===== src/rtl/selfprog_pkg.sv =====
package selfprog_pkg;

   // ********************************************************************
   // Register addresses
   // ********************************************************************
   localparam logic [7:0] ctrl_data_offset = 8'h57;
   localparam logic [7:0] io_window_base   = 8'h20;
   localparam logic [5:0] ctrl_io_offset   = 6'h37;
   localparam logic [7:0] ctrl_reset       = 8'h00;

   // ********************************************************************
   // Control bit positions
   // ********************************************************************
   localparam int bit_ready_ie   = 7;
   localparam int bit_rww_busy   = 6;
   localparam int bit_sig_read   = 5;
   localparam int bit_rww_ren    = 4;
   localparam int bit_lock_set   = 3;
   localparam int bit_page_write = 2;
   localparam int bit_page_erase = 1;
   localparam int bit_store_en   = 0;

   // ********************************************************************
   // Accepted command patterns in the low five bits
   // ********************************************************************
   localparam logic [4:0] cmd_rww_enable = 5'h11;
   localparam logic [4:0] cmd_lock_set   = 5'h09;
   localparam logic [4:0] cmd_page_write = 5'h05;
   localparam logic [4:0] cmd_page_erase = 5'h03;
   localparam logic [4:0] cmd_page_load  = 5'h01;
   localparam logic [4:0] cmd_sig_read   = 5'h01;

   // ********************************************************************
   // Timing
   // ********************************************************************
   localparam logic [2:0] arm_cycles     = 3'h4;
   localparam logic [2:0] load_arm_cycles = 3'h3;

   // ********************************************************************
   // Memory-size variants
   // ********************************************************************
   localparam int words_4k = 4096;
   localparam int words_8k = 8192;

   // Boot start per fuse code 11,10,01,00
   localparam logic [12:0] boot_start_4k_11 = 13'h0f80;
   localparam logic [12:0] boot_start_4k_10 = 13'h0f00;
   localparam logic [12:0] boot_start_4k_01 = 13'h0e00;
   localparam logic [12:0] boot_start_4k_00 = 13'h0c00;
   localparam logic [12:0] boot_start_8k_11 = 13'h1f80;
   localparam logic [12:0] boot_start_8k_10 = 13'h1f00;
   localparam logic [12:0] boot_start_8k_01 = 13'h1e00;
   localparam logic [12:0] boot_start_8k_00 = 13'h1c00;
   localparam logic [12:0] flash_top_4k     = 13'h0fff;
   localparam logic [12:0] flash_top_8k     = 13'h1fff;
   localparam logic [12:0] blocked_start_4k = 13'h0c00;
   localparam logic [12:0] blocked_start_8k = 13'h1c00;

   // Counter and page widths
   localparam int counter_top_bit_4k   = 11;
   localparam int counter_top_bit_8k   = 12;
   localparam int page_word_top_bit_4k = 4;
   localparam int page_word_top_bit_8k = 5;

   typedef enum logic [2:0] {
      op_none,
      op_page_load,
      op_page_erase,
      op_page_write,
      op_lock_set,
      op_rww_enable
   } op_t;

endpackage : selfprog_pkg


===== src/rtl/section_map.sv =====
`timescale 1ns/1ns
// ************************************************************************
// Fuse-driven section boundaries
// ************************************************************************
module section_map #(
   parameter bit large_variant = 1'b0
) (
   // Fuses
   input  wire logic [1:0]  boot_size,
   // Address under test
   input  wire logic [12:0] word_addr,
   // Boundaries
   output logic      [12:0] boot_start,
   output logic      [12:0] app_end,
   output logic      [12:0] flash_top,
   output logic             in_boot,
   output logic             in_blocked_area
);

   wire [12:0] blocked_start;

   always_comb begin
      if (large_variant) begin
         case (boot_size)
            2'b11:   boot_start = selfprog_pkg::boot_start_8k_11;
            2'b10:   boot_start = selfprog_pkg::boot_start_8k_10;
            2'b01:   boot_start = selfprog_pkg::boot_start_8k_01;
            default: boot_start = selfprog_pkg::boot_start_8k_00;
         endcase
      end else begin
         case (boot_size)
            2'b11:   boot_start = selfprog_pkg::boot_start_4k_11;
            2'b10:   boot_start = selfprog_pkg::boot_start_4k_10;
            2'b01:   boot_start = selfprog_pkg::boot_start_4k_01;
            default: boot_start = selfprog_pkg::boot_start_4k_00;
         endcase
      end
   end

   assign app_end         = boot_start - 13'h0001;
   assign flash_top       = large_variant ? selfprog_pkg::flash_top_8k
                                          : selfprog_pkg::flash_top_4k;
   assign blocked_start   = large_variant ? selfprog_pkg::blocked_start_8k
                                          : selfprog_pkg::blocked_start_4k;
   assign in_boot         = (word_addr >= boot_start) && (word_addr <= flash_top);
   assign in_blocked_area = (word_addr >= blocked_start) && (word_addr <= flash_top);

endmodule : section_map


===== src/rtl/pointer_decode.sv =====
`timescale 1ns/1ns
// ************************************************************************
// Pointer split into page, word and byte fields
// ************************************************************************
module pointer_decode #(
   parameter bit large_variant = 1'b0
) (
   // Pointer
   input  wire logic [15:0] pointer,
   // Fields
   output logic      [6:0]  page_select_field,
   output logic      [5:0]  word_select_field,
   output logic      [12:0] word_addr,
   output logic             byte_select
);

   // Bits above the counter mapping never reach any output
   assign page_select_field = large_variant ? pointer[13:7] : pointer[12:6];
   assign word_select_field = large_variant ? pointer[6:1]
                                            : {1'b0, pointer[5:1]};
   assign word_addr         = large_variant ? pointer[13:1]
                                            : {1'b0, pointer[12:1]};
   assign byte_select       = pointer[0];

endmodule : pointer_decode


===== src/rtl/selfprog_ctrl.sv =====
`timescale 1ns/1ns
// What this block does
// - 4K variant: boot start F80/F00/E00/C00 per fuse, ends FFF, app ends below.
// - 8K variant: boot start 1F80/1F00/1E00/1C00 per fuse, ends 1FFF.
// - 4K variant: 000-BFF readable during programming, C00-FFF blocked.
// - 8K variant: 0000-1BFF readable during programming, 1C00-1FFF blocked.
// - 4K variant program counter is 12 bits wide.
// - 4K variant page holds 32 words, low 5 counter bits.
// - 8K variant program counter is 13 bits wide.
// - 8K variant page holds 64 words, low 6 counter bits.
// - Page number from pointer 12:6 (4K) or 13:7 (8K).
// - Buffer word from pointer 5:1 or 6:1; zero during page write.
// - Pointer bit 0 is byte select for loads and stores alike, never forced to zero.
// - Pointer bits above the counter mapping are ignored.
// - Control register at data offset 0x57, resets to zero.
// - I/O address is data offset minus 0x20, giving 0x37.
// - Bit order: irq enable, busy, sig read, rww enable, lock, write, erase, store.
// - Busy sets on area erase/write; clears on rww enable or page load.
// - Store enable arms one store for four cycles; holds during erase/write.
// - Erase/write take page from pointer; command clears on done or timeout.
// - Only listed command patterns in the low five bits take effect.
module selfprog_ctrl #(
   parameter bit large_variant = 1'b0
) (
   // Clock and reset
   input  wire logic        clk,
   input  wire logic        rst,
   // Fuses
   input  wire logic [1:0]  boot_size,
   // Data-space register port
   input  wire logic [7:0]  data_addr,
   input  wire logic        data_wr,
   input  wire logic        data_rd,
   input  wire logic [7:0]  data_wdata,
   // I/O register port
   input  wire logic [5:0]  io_addr,
   input  wire logic        io_wr,
   input  wire logic        io_rd,
   input  wire logic [7:0]  io_wdata,
   output logic      [7:0]  reg_rdata,
   // Core instructions
   input  wire logic        store_exec,
   input  wire logic        load_exec,
   input  wire logic [15:0] pointer,
   // Flash array
   input  wire logic        flash_done,
   output logic             flash_start,
   output logic [2:0]       flash_op,
   output logic [6:0]       flash_page,
   output logic [5:0]       flash_word,
   output logic             flash_byte_sel,
   output logic             target_blocked_area,
   output logic             target_boot,
   output logic [12:0]      boot_start_out,
   output logic             cpu_halt,
   output logic             special_load
);

   // ********************************************************************
   // Register state
   // ********************************************************************
   logic [7:0]  ctrl;
   logic [2:0]  arm_count;
   logic        busy_op;
   logic        blocked_op;
   logic        load_window;

   wire [6:0]   page_f;
   wire [5:0]   word_f;
   wire [12:0]  word_addr;
   wire         byte_f;
   wire [12:0]  boot_start;
   wire [12:0]  app_end;
   wire [12:0]  flash_top;
   wire         in_boot;
   wire         in_blocked;

   // ********************************************************************
   // Decoders
   // ********************************************************************
   pointer_decode #(.large_variant(large_variant)) u_ptr (
      .pointer           (pointer),
      .page_select_field (page_f),
      .word_select_field (word_f),
      .word_addr         (word_addr),
      .byte_select       (byte_f)
   );

   section_map #(.large_variant(large_variant)) u_map (
      .boot_size       (boot_size),
      .word_addr       (word_addr),
      .boot_start      (boot_start),
      .app_end         (app_end),
      .flash_top       (flash_top),
      .in_boot         (in_boot),
      .in_blocked_area (in_blocked)
   );

   // ********************************************************************
   // Register access decode
   // ********************************************************************
   wire         hit_data = data_addr == selfprog_pkg::ctrl_data_offset;
   wire [7:0]   io_as_data = {2'b00, io_addr} + selfprog_pkg::io_window_base;
   wire         hit_io   = (io_addr == selfprog_pkg::ctrl_io_offset)
                           && (io_as_data == selfprog_pkg::ctrl_data_offset);
   wire         wr_hit   = (data_wr && hit_data) || (io_wr && hit_io);
   wire         rd_hit   = (data_rd && hit_data) || (io_rd && hit_io);
   wire [7:0]   wdata    = (io_wr && hit_io) ? io_wdata : data_wdata;
   wire [4:0]   wcmd     = wdata[4:0];
   wire         armed    = ctrl[selfprog_pkg::bit_store_en] && !busy_op;

   function automatic logic legal_cmd(input logic [4:0] c);
      legal_cmd = (c == selfprog_pkg::cmd_rww_enable) || (c == selfprog_pkg::cmd_lock_set)
               || (c == selfprog_pkg::cmd_page_write) || (c == selfprog_pkg::cmd_page_erase)
               || (c == selfprog_pkg::cmd_page_load);
   endfunction : legal_cmd

   // Writes during a running erase/write cannot rearm
   wire         cmd_ok   = wr_hit && !busy_op && legal_cmd(wcmd);
   wire [4:0]   cur_cmd  = ctrl[4:0];
   wire         sig_mode = ctrl[selfprog_pkg::bit_sig_read];

   // ********************************************************************
   // Store decode
   // ********************************************************************
   wire         do_store = armed && store_exec && !sig_mode;
   wire         do_erase = do_store && (cur_cmd == selfprog_pkg::cmd_page_erase);
   wire         do_write = do_store && (cur_cmd == selfprog_pkg::cmd_page_write);
   wire         do_load  = do_store && (cur_cmd == selfprog_pkg::cmd_page_load);
   wire         do_lock  = do_store && (cur_cmd == selfprog_pkg::cmd_lock_set);
   wire         do_rwwen = do_store && (cur_cmd == selfprog_pkg::cmd_rww_enable);
   wire         long_op  = do_erase || do_write;
   wire         timeout  = armed && !do_store && (arm_count == 3'h1);
   wire         load_to  = armed && (arm_count == selfprog_pkg::arm_cycles
                                    - selfprog_pkg::load_arm_cycles + 3'h1);

   logic [2:0]  next_op;
   always_comb begin
      if (do_erase)      next_op = selfprog_pkg::op_page_erase;
      else if (do_write) next_op = selfprog_pkg::op_page_write;
      else if (do_load)  next_op = selfprog_pkg::op_page_load;
      else if (do_lock)  next_op = selfprog_pkg::op_lock_set;
      else if (do_rwwen) next_op = selfprog_pkg::op_rww_enable;
      else               next_op = selfprog_pkg::op_none;
   end

   // ********************************************************************
   // Control register
   // ********************************************************************
   logic [7:0] next_ctrl;
   always_comb begin
      next_ctrl = ctrl;
      if (wr_hit) begin
         next_ctrl[selfprog_pkg::bit_ready_ie] = wdata[selfprog_pkg::bit_ready_ie];
      end
      if (cmd_ok) begin
         next_ctrl[5:0] = {wdata[selfprog_pkg::bit_sig_read], wcmd};
         next_ctrl[selfprog_pkg::bit_rww_busy] = ctrl[selfprog_pkg::bit_rww_busy];
      end
      if ((do_store && !long_op) || timeout || (busy_op && flash_done)) begin
         next_ctrl[5:0] = 6'h00;
      end
      if (sig_mode && armed && (load_exec || load_to)) begin
         next_ctrl[5:0] = 6'h00;
      end
      // Busy: set on erase/write of the readable area, cleared by page load
      if (do_load || (do_rwwen && !busy_op)) begin
         next_ctrl[selfprog_pkg::bit_rww_busy] = 1'b0;
      end
      if (long_op && !in_blocked) begin
         next_ctrl[selfprog_pkg::bit_rww_busy] = 1'b1;
      end
      if (busy_op && flash_done) begin
         next_ctrl[selfprog_pkg::bit_rww_busy] = ctrl[selfprog_pkg::bit_rww_busy];
      end
   end

   always_ff @(posedge clk or posedge rst) begin
      if (rst) begin
         ctrl <= selfprog_pkg::ctrl_reset;
      end else begin
         ctrl <= next_ctrl;
      end
   end

   // ********************************************************************
   // Arm window and operation tracking
   // ********************************************************************
   always_ff @(posedge clk or posedge rst) begin
      if (rst) begin
         arm_count <= 3'h0;
      end else if (cmd_ok && wdata[selfprog_pkg::bit_store_en]) begin
         arm_count <= selfprog_pkg::arm_cycles;
      end else if (armed && arm_count != 3'h0) begin
         arm_count <= arm_count - 3'h1;
      end
   end

   always_ff @(posedge clk or posedge rst) begin
      if (rst) begin
         busy_op    <= 1'b0;
         blocked_op <= 1'b0;
      end else if (long_op) begin
         busy_op    <= 1'b1;
         blocked_op <= in_blocked;
      end else if (flash_done) begin
         busy_op    <= 1'b0;
         blocked_op <= 1'b0;
      end
   end

   // Loads count in the first three armed cycles only
   assign load_window = armed && (sig_mode || cur_cmd == selfprog_pkg::cmd_lock_set)
                        && (arm_count > selfprog_pkg::arm_cycles
                                        - selfprog_pkg::load_arm_cycles);

   // ********************************************************************
   // Outputs
   // ********************************************************************
   always_ff @(posedge clk or posedge rst) begin
      if (rst) begin
         reg_rdata           <= 8'h00;
         flash_start         <= 1'b0;
         flash_op            <= 3'h0;
         flash_page          <= 7'h00;
         flash_word          <= 6'h00;
         flash_byte_sel      <= 1'b0;
         target_blocked_area <= 1'b0;
         target_boot         <= 1'b0;
         boot_start_out      <= 13'h0000;
         cpu_halt            <= 1'b0;
         special_load        <= 1'b0;
      end else begin
         reg_rdata           <= rd_hit ? ctrl : 8'h00;
         flash_start         <= do_store;
         flash_op            <= next_op;
         flash_page          <= page_f;
         flash_word          <= (do_write || do_erase) ? 6'h00 : word_f;
         flash_byte_sel      <= byte_f;
         target_blocked_area <= in_blocked;
         target_boot         <= in_boot;
         boot_start_out      <= boot_start;
         cpu_halt            <= (long_op && in_blocked) || (blocked_op && !flash_done);
         special_load        <= load_window && load_exec;
      end
   end

endmodule : selfprog_ctrl


===== config.mk =====
export PLATFORM = sky130hd
export DESIGN_NAME = selfprog_ctrl
export DESIGN_NICKNAME = d
export VERILOG_FILES = /design/src/rtl/selfprog_pkg.sv /design/src/rtl/section_map.sv /design/src/rtl/pointer_decode.sv /design/src/rtl/selfprog_ctrl.sv
export SDC_FILE = /design/constraint.sdc
export NUM_CORES = 1
export LEC_CHECK = 0
export ABC_AREA = 1
export BUFFER_PORTS_ARGS = -buffer_cell sky130_fd_sc_hd__buf_4
export CAP_MARGIN = 20
export CORE_MARGIN = 8
export CORE_UTILIZATION = 30
export CTS_BUF_LIST = sky130_fd_sc_hd__clkbuf_8
export CTS_CLUSTER_DIAMETER = 100
export CTS_CLUSTER_SIZE = 30
export DETAILED_ROUTE_END_ITERATION = 12
export HOLD_SLACK_MARGIN = 0.15
export SLEW_MARGIN = 20
export SYNTH_ARGS = -nofsm -noshare
export SYNTH_HDL_FRONTEND = slang
export SYNTH_SLANG_ARGS = --single-unit

===== constraint.sdc =====
create_clock -name clk -period 1.8 [get_ports clk]
set_input_delay 0 -clock clk [delete_from_list [all_inputs] [get_ports clk]]
set_output_delay 0 -clock clk [all_outputs]
set_load 0.03 [all_outputs]

=== Yosys cells after proc, flatten, opt, wreduce, memory -nomap -nowiden ===
Index checks and enable logic that the tools add are counted.

* Add/subtract/negate cells: 2
* Eq/ne operators: 18
* Reductions and logical operators: 58
* Multiplexer cells: 19
* Magnitude comparators: 4
* Bitwise operators: 1

{| class="wikitable"
|+ Operator list
! operator !! number
|-
| $logic_and 1x1->1 || 33
|-
| $pmux 10 s3 || 1
|-
| $mux 3 || 7
|-
| $mux 6 || 3
|-
| $mux 8 || 2
|-
| $logic_or 1x1->1 || 13
|-
| $ge 12x12->1 || 1
|-
| $ge 12x12->1 const B || 1
|-
| $le 12x12->1 const B || 1
|-
| $eq 5x1->1 const B || 2
|-
| $eq 5x2->1 const B || 2
|-
| $eq 5x3->1 const B || 2
|-
| $eq 5x4->1 const B || 2
|-
| $eq 5x5->1 const B || 2
|-
| $eq 8x7->1 const B || 1
|-
| $add 6x6->7 const B || 1
|-
| $eq 7x7->1 const B || 1
|-
| $eq 6x6->1 const B || 1
|-
| $logic_not 1->1 || 6
|-
| $reduce_bool 2->1 || 3
|-
| $reduce_bool 3->1 || 2
|-
| $mux 1 || 5
|-
| $mux 5 || 1
|-
| $eq 2x2->1 const B || 2
|-
| other kinds (7) || 7
|}

* Bits in registers: 55
* Logic and storage cells: 119
* Input bits: 57

=== Logic depth before layout (Yosys ltp) ===
* Depth in word-level cells: 14
* Gate-level depth with buffers: 12
* Depth with buffers taken out: 11

=== Hierarchy ===
From an unflattened synthesis, not the netlist that was laid out.

* Cells, all modules: 325
* Area total of the unflattened synthesis: 2936.6 µm²

{| class="wikitable"
|+ By module, submodules not included
! module !! cells each !! area each (µm²) !! sequential area each (µm²) !! times used
|-
| selfprog_ctrl || 225 || 2301.0 || 1401.3 || 1
|-
| section_map || 72 || 429.2 || 0.0 || 1
|-
| pointer_decode || 28 || 206.4 || 0.0 || 1
|}

=== Worst setup path after synthesis ===
OpenSTA, ideal clock, no wires.

* Kind: reg2reg
* Start: register arm_count[0]
* End: register ctrl[0]
* Path slack: 0.279 ns
* Required time: 1.678 ns
* Buffers on the path: 1
* Clock period less this slack: 1.521 ns
* Stages on the path, launching flop included: 9
* Arrival time: 1.399 ns
* Setup time: 0.122 ns
* Cell sequence: dfrtp_1 > inv_1 > ha_1 > a21oi_1 > nor3_4 > nor2_1 > and3_1 > clkbuf_1 > a21boi_2

* Longest elaborated chain between the ends: 6
* Elaborated cells between the ends (all ways): 11

{| class="wikitable"
|+ RTL lines
! element !! line !! text
|-
| from (decl) || selfprog_ctrl.sv:63 || <nowiki>logic [2:0] arm_count;</nowiki>
|-
| from (signal assigned) || selfprog_ctrl.sv:193 || <nowiki>arm_count <= selfprog_pkg::arm_cycles;</nowiki>
|-
| from (signal assigned) || selfprog_ctrl.sv:195 || <nowiki>arm_count <= arm_count - 3'h1;</nowiki>
|-
| $eq 3x1->1 || selfprog_ctrl.sv:133 || <nowiki>wire timeout = armed && !do_store && (arm_count == 3'h1);</nowiki>
|-
| $logic_and 1x1->1 || selfprog_ctrl.sv:133 ||
|-
| $logic_or 1x1->1 (2 in series) || selfprog_ctrl.sv:160 || <nowiki>if ((do_store && !long_op) || timeout || (busy_op && flash_done)) begin</nowiki>
|-
| $mux 6 || selfprog_ctrl.sv:160 ||
|-
| $mux 6 || selfprog_ctrl.sv:163 || <nowiki>if (sig_mode && armed && (load_exec || load_to)) begin</nowiki>
|-
| to (signal assigned) || selfprog_ctrl.sv:180 || <nowiki>ctrl <= selfprog_pkg::ctrl_reset;</nowiki>
|-
| to (signal assigned) || selfprog_ctrl.sv:182 || <nowiki>ctrl <= next_ctrl;</nowiki>
|-
| to (decl) || selfprog_ctrl.sv:62 || <nowiki>logic [7:0] ctrl;</nowiki>
|}

Several ways; a longest one is shown, not always the timed one.
A chain may end at the register's enable or synchronous reset.

=== Worst setup path in the final report ===
Ends and elaborated chain as after synthesis.

==> run_results.csv <==
group,metric,value,unit
setup_path,max_stage_delay,0.39,ns
setup_path,crit_chain,"inv_1, ha_1, a21oi_1, nor3_4, nor2_1, and3_1, a21boi_2",
timing,hold_viol,0,
logic_synthesis,yosys.area.top_type_share,0.509,
logic_synthesis,ys_top_cells_by_count,"dfrtp_1, nand2_1, inv_1",
placed_design,hpwl,4.37,mm
timing,tns,0,ns
floorplan,dieArea,10600,µm²
global_routing,antenna_found_initial,0,
clocking,cts_setup_buffers,0,
hold_path,hold_class,"in -> reg",
placed_design,portBuffers,85,
logic_synthesis,ys_types,32,
setup_path,crit_start,"arm_count[0]",
timing,max_freq,626,MHz
clocking,path_clk_slew,0.08,ns
drt,routed_wl,5.70,mm
timing,maxSlewViolCount,0,
hold_path,hold_depth,5,
setup_path,crit_fanout,6,
logic_synthesis,synth.avg_cell_area,9.09,µm²
setup_path,worstSetupPathDepth,7,
status,outcome,"complete, no violations",
cells_and_area,antennaDiodeCount,0,
setup_path,crit_arrival,1.79,ns
setup_path,start_kind,"register",
placed_design,post-place-ws,0.198,ns
power_and_ir_drop,peakVddDrop,0.000363,V
setup_path,rr_endpoint,"ctrl[0]",
clocking,htreeDepth,2,
global_routing,grt_max_degree,47,
timing,period_needed,1.60,ns
setup_path,cp-endpoint,"ctrl[0]",
flow_run,max_cap_violations,0,
clocking,cts_root_buf,"clkbuf_8",
timing,setup-violations-final,0,
logic_synthesis,synth_most_common_cell,"dfrtp_1",
global_routing,grt_first_pass_wirelength,9.61,mm
logic_synthesis,synth_area_leaders,"dfrtp_1, nand2_1, inv_1",
logic_synthesis,ys_seq_area_frac,0.509,
logic_synthesis,synth_area,2260,µm²
clocking,clk-insertion-delay-late,0.29,ns
setup_path,critPathBufInv,1,
clocking,tritoncts,"yes",
logic_synthesis,synth_seq_cells,46,
drt,wl_per_cell,12.3,µm
logic_synthesis,async_flop_share,1.00,
placed_design,gp_congestion,0.815,
global_routing,grt_usage,0.114,
logic_synthesis,ys.flop_type,"dfrtp_1",
setup_path,cp_top_family,"simple AND/OR/NAND/NOR gates",
clocking,clock-sinks,46,
cells_and_area,drive_above_1_share,0.325,
timing,skew,0.00504,ns
cells_and_area,fillers,718,
drt,drtAntennaViolNets,0,
drt,dr.pass1.iters,4,
floorplan,core-area,7290,µm²
power_and_ir_drop,leakage,1.76,nW
drt,drc,0,
clocking,cts_hold_buf,28,
setup_path,cp-end-kind,"register",
drt,num_vias,2000,
cells_and_area,finalNetCount,429,
global_routing,gr-total-overflow,0,
setup_path,r2r_slack,0.20,ns
timing,fin_ws,0.203,ns
timing,hold_slack,0.151,ns
setup_path,r2r_cells,7,
floorplan,initial_utilization,0.310,
timing,rsz0062_at_grt,"no",
setup_path,path_class,"reg -> reg",
floorplan,fp-row-count,31,
setup_path,required,1.99,ns
drt,viasPerCell,4.30,
global_routing,grt_pass1_vias,2166,
logic_synthesis,synth_warnings,0,
floorplan,die_x,103,µm
drt,drt_iter0_drc,73,
floorplan,die_h,103,µm
setup_path,critPathSlowestCell,"dfrtp_1",
cells_and_area,area_growth,50.4,%
power_and_ir_drop,powerDensity,788,nW/µm²
clocking,cts_resized,0,
clocking,cts_made_buffers,5,
logic_synthesis,synthesis.instances,249,
logic_synthesis,synth-edff-count,0,
setup_path,worstReg2RegStart,"arm_count[0]",
clocking,clock_path_buffers,2,
floorplan,io-pin-count,100,
timing,fin_crit_sh,0.887,
logic_synthesis,synth_top_area_cell,"dfrtp_1",
==> placed cells by master, fill, tap and decap left out, types with 4 or more instances in the layout <==
master         synthesis  layout
nand3_1               14      14
nor2_1                25      25
conb_1                 2      10
dlygate4sd3_1          0      28
clkbuf_8               0       6
nand2_2                6       6
inv_2                  5       5
nand4_1               14      14
nor2_2                 4       4
o21ai_0                5       5
nand2_1               39      39
inv_1                 30      29
buf_4                 10      85
ha_1                   7       7
a21oi_1               12      12
dfrtp_1               46      46
==> worst min path at each step <==
stage                  from                  to  slack (ns)
2_1_floorplan    pointer[0]      flash_byte_sel        0.03
3_3_place_gp            rst      flash_byte_sel        0.07
3_5_place_dp            rst  boot_start_out[10]        0.07
4_1_cts         io_wdata[3]             ctrl[3]        0.15
5_1_grt         io_wdata[4]             ctrl[4]        0.19
6_report       data_addr[5]             ctrl[7]        0.15
==> per-layer routing <==
layer / GRT usage / part of all wire / vias to the layer above
met5: 0 / 0 / -
met4: 0.0456 / 0.015 / 0
met3: 0.0419 / 0.12 / 7
met2: 0.196 / 0.45 / 93
met1: 0.124 / 0.41 / 896
li1: - / - / 1004
==> worst reg2reg max path: stages, from the launching register on <==
cell      delay (ns)
dfrtp_1         0.39
inv_1           0.15
ha_1            0.17
a21oi_1         0.09
nor3_4          0.24
nor2_1          0.06
and3_1          0.22
a21boi_2        0.17
==> state kept, by name, summed over array words and instances (netlist names) <==
| register | cells |
|---|---|
| flash_page | 7 |
| flash_byte_sel | 1 |
| flash_word | 5 |
| blocked_op | 1 |
| reg_rdata | 8 |
| busy_op | 1 |
| boot_start_out | 4 |
| arm_count | 3 |
| special_load | 1 |
| target_blocked_area | 1 |
| flash_start | 1 |
| cpu_halt | 1 |
| target_boot | 1 |
| ctrl | 8 |
| flash_op | 3 |
==> report_power, final <==
| group | switching, mW | total (mW) | leakage [nW] | internal (mW) |
|---|---|---|---|---|
| logic | 0.354 | 0.610 | 1.09 | 0.256 |
| registers | 0.0399 | 1.15 | 0.589 | 1.11 |
| clock network | 0.334 | 0.926 | 0.0714 | 0.592 |
==> through the flow <==
stage | power (mW) | instance area (µm²) | cells | utilization
2_1_floorplan | 1.54 | 2290 | 257 | -
3_3_place_gp | 1.72 | 2980 | 429 | 0.409
3_5_place_dp | 1.73 | 2980 | 429 | 0.409
4_1_cts | 2.71 | 3400 | 465 | 0.467
5_1_grt | 2.86 | 3400 | 465 | 0.467
6_report | 2.68 | 3400 | 465 | 0.467
==> logic make-up after synthesis <==
kind of cell | count (synthesis) | synth area share
muxes | 1 | 0.00442
xor gates and xnor gates | 2 | 0.00774
and+or+nand+nor | 118 | 0.277
buffers and inverters | 48 | 0.0996
other | 2 | 0.00332
DFF | 46 | 0.509
AOI/OAI and AO/OA | 25 | 0.0608
adders and majority gates | 7 | 0.0387
==> cell type report <==
class / instances / area [µm²] / area share
Clock buffer: 6 / 82.6 / 0.0243
Inverter: 35 / 131 / 0.0386
Timing Repair Buffer: 114 / 938 / 0.276
Clock inverter: 2 / 60.1 / 0.0176
Multi-Input combinational cell: 163 / 916 / 0.269
Tap cell: 99 / 124 / 0.0364
Sequential cell: 46 / 1150 / 0.338
(Power assumes the default switching activity.)
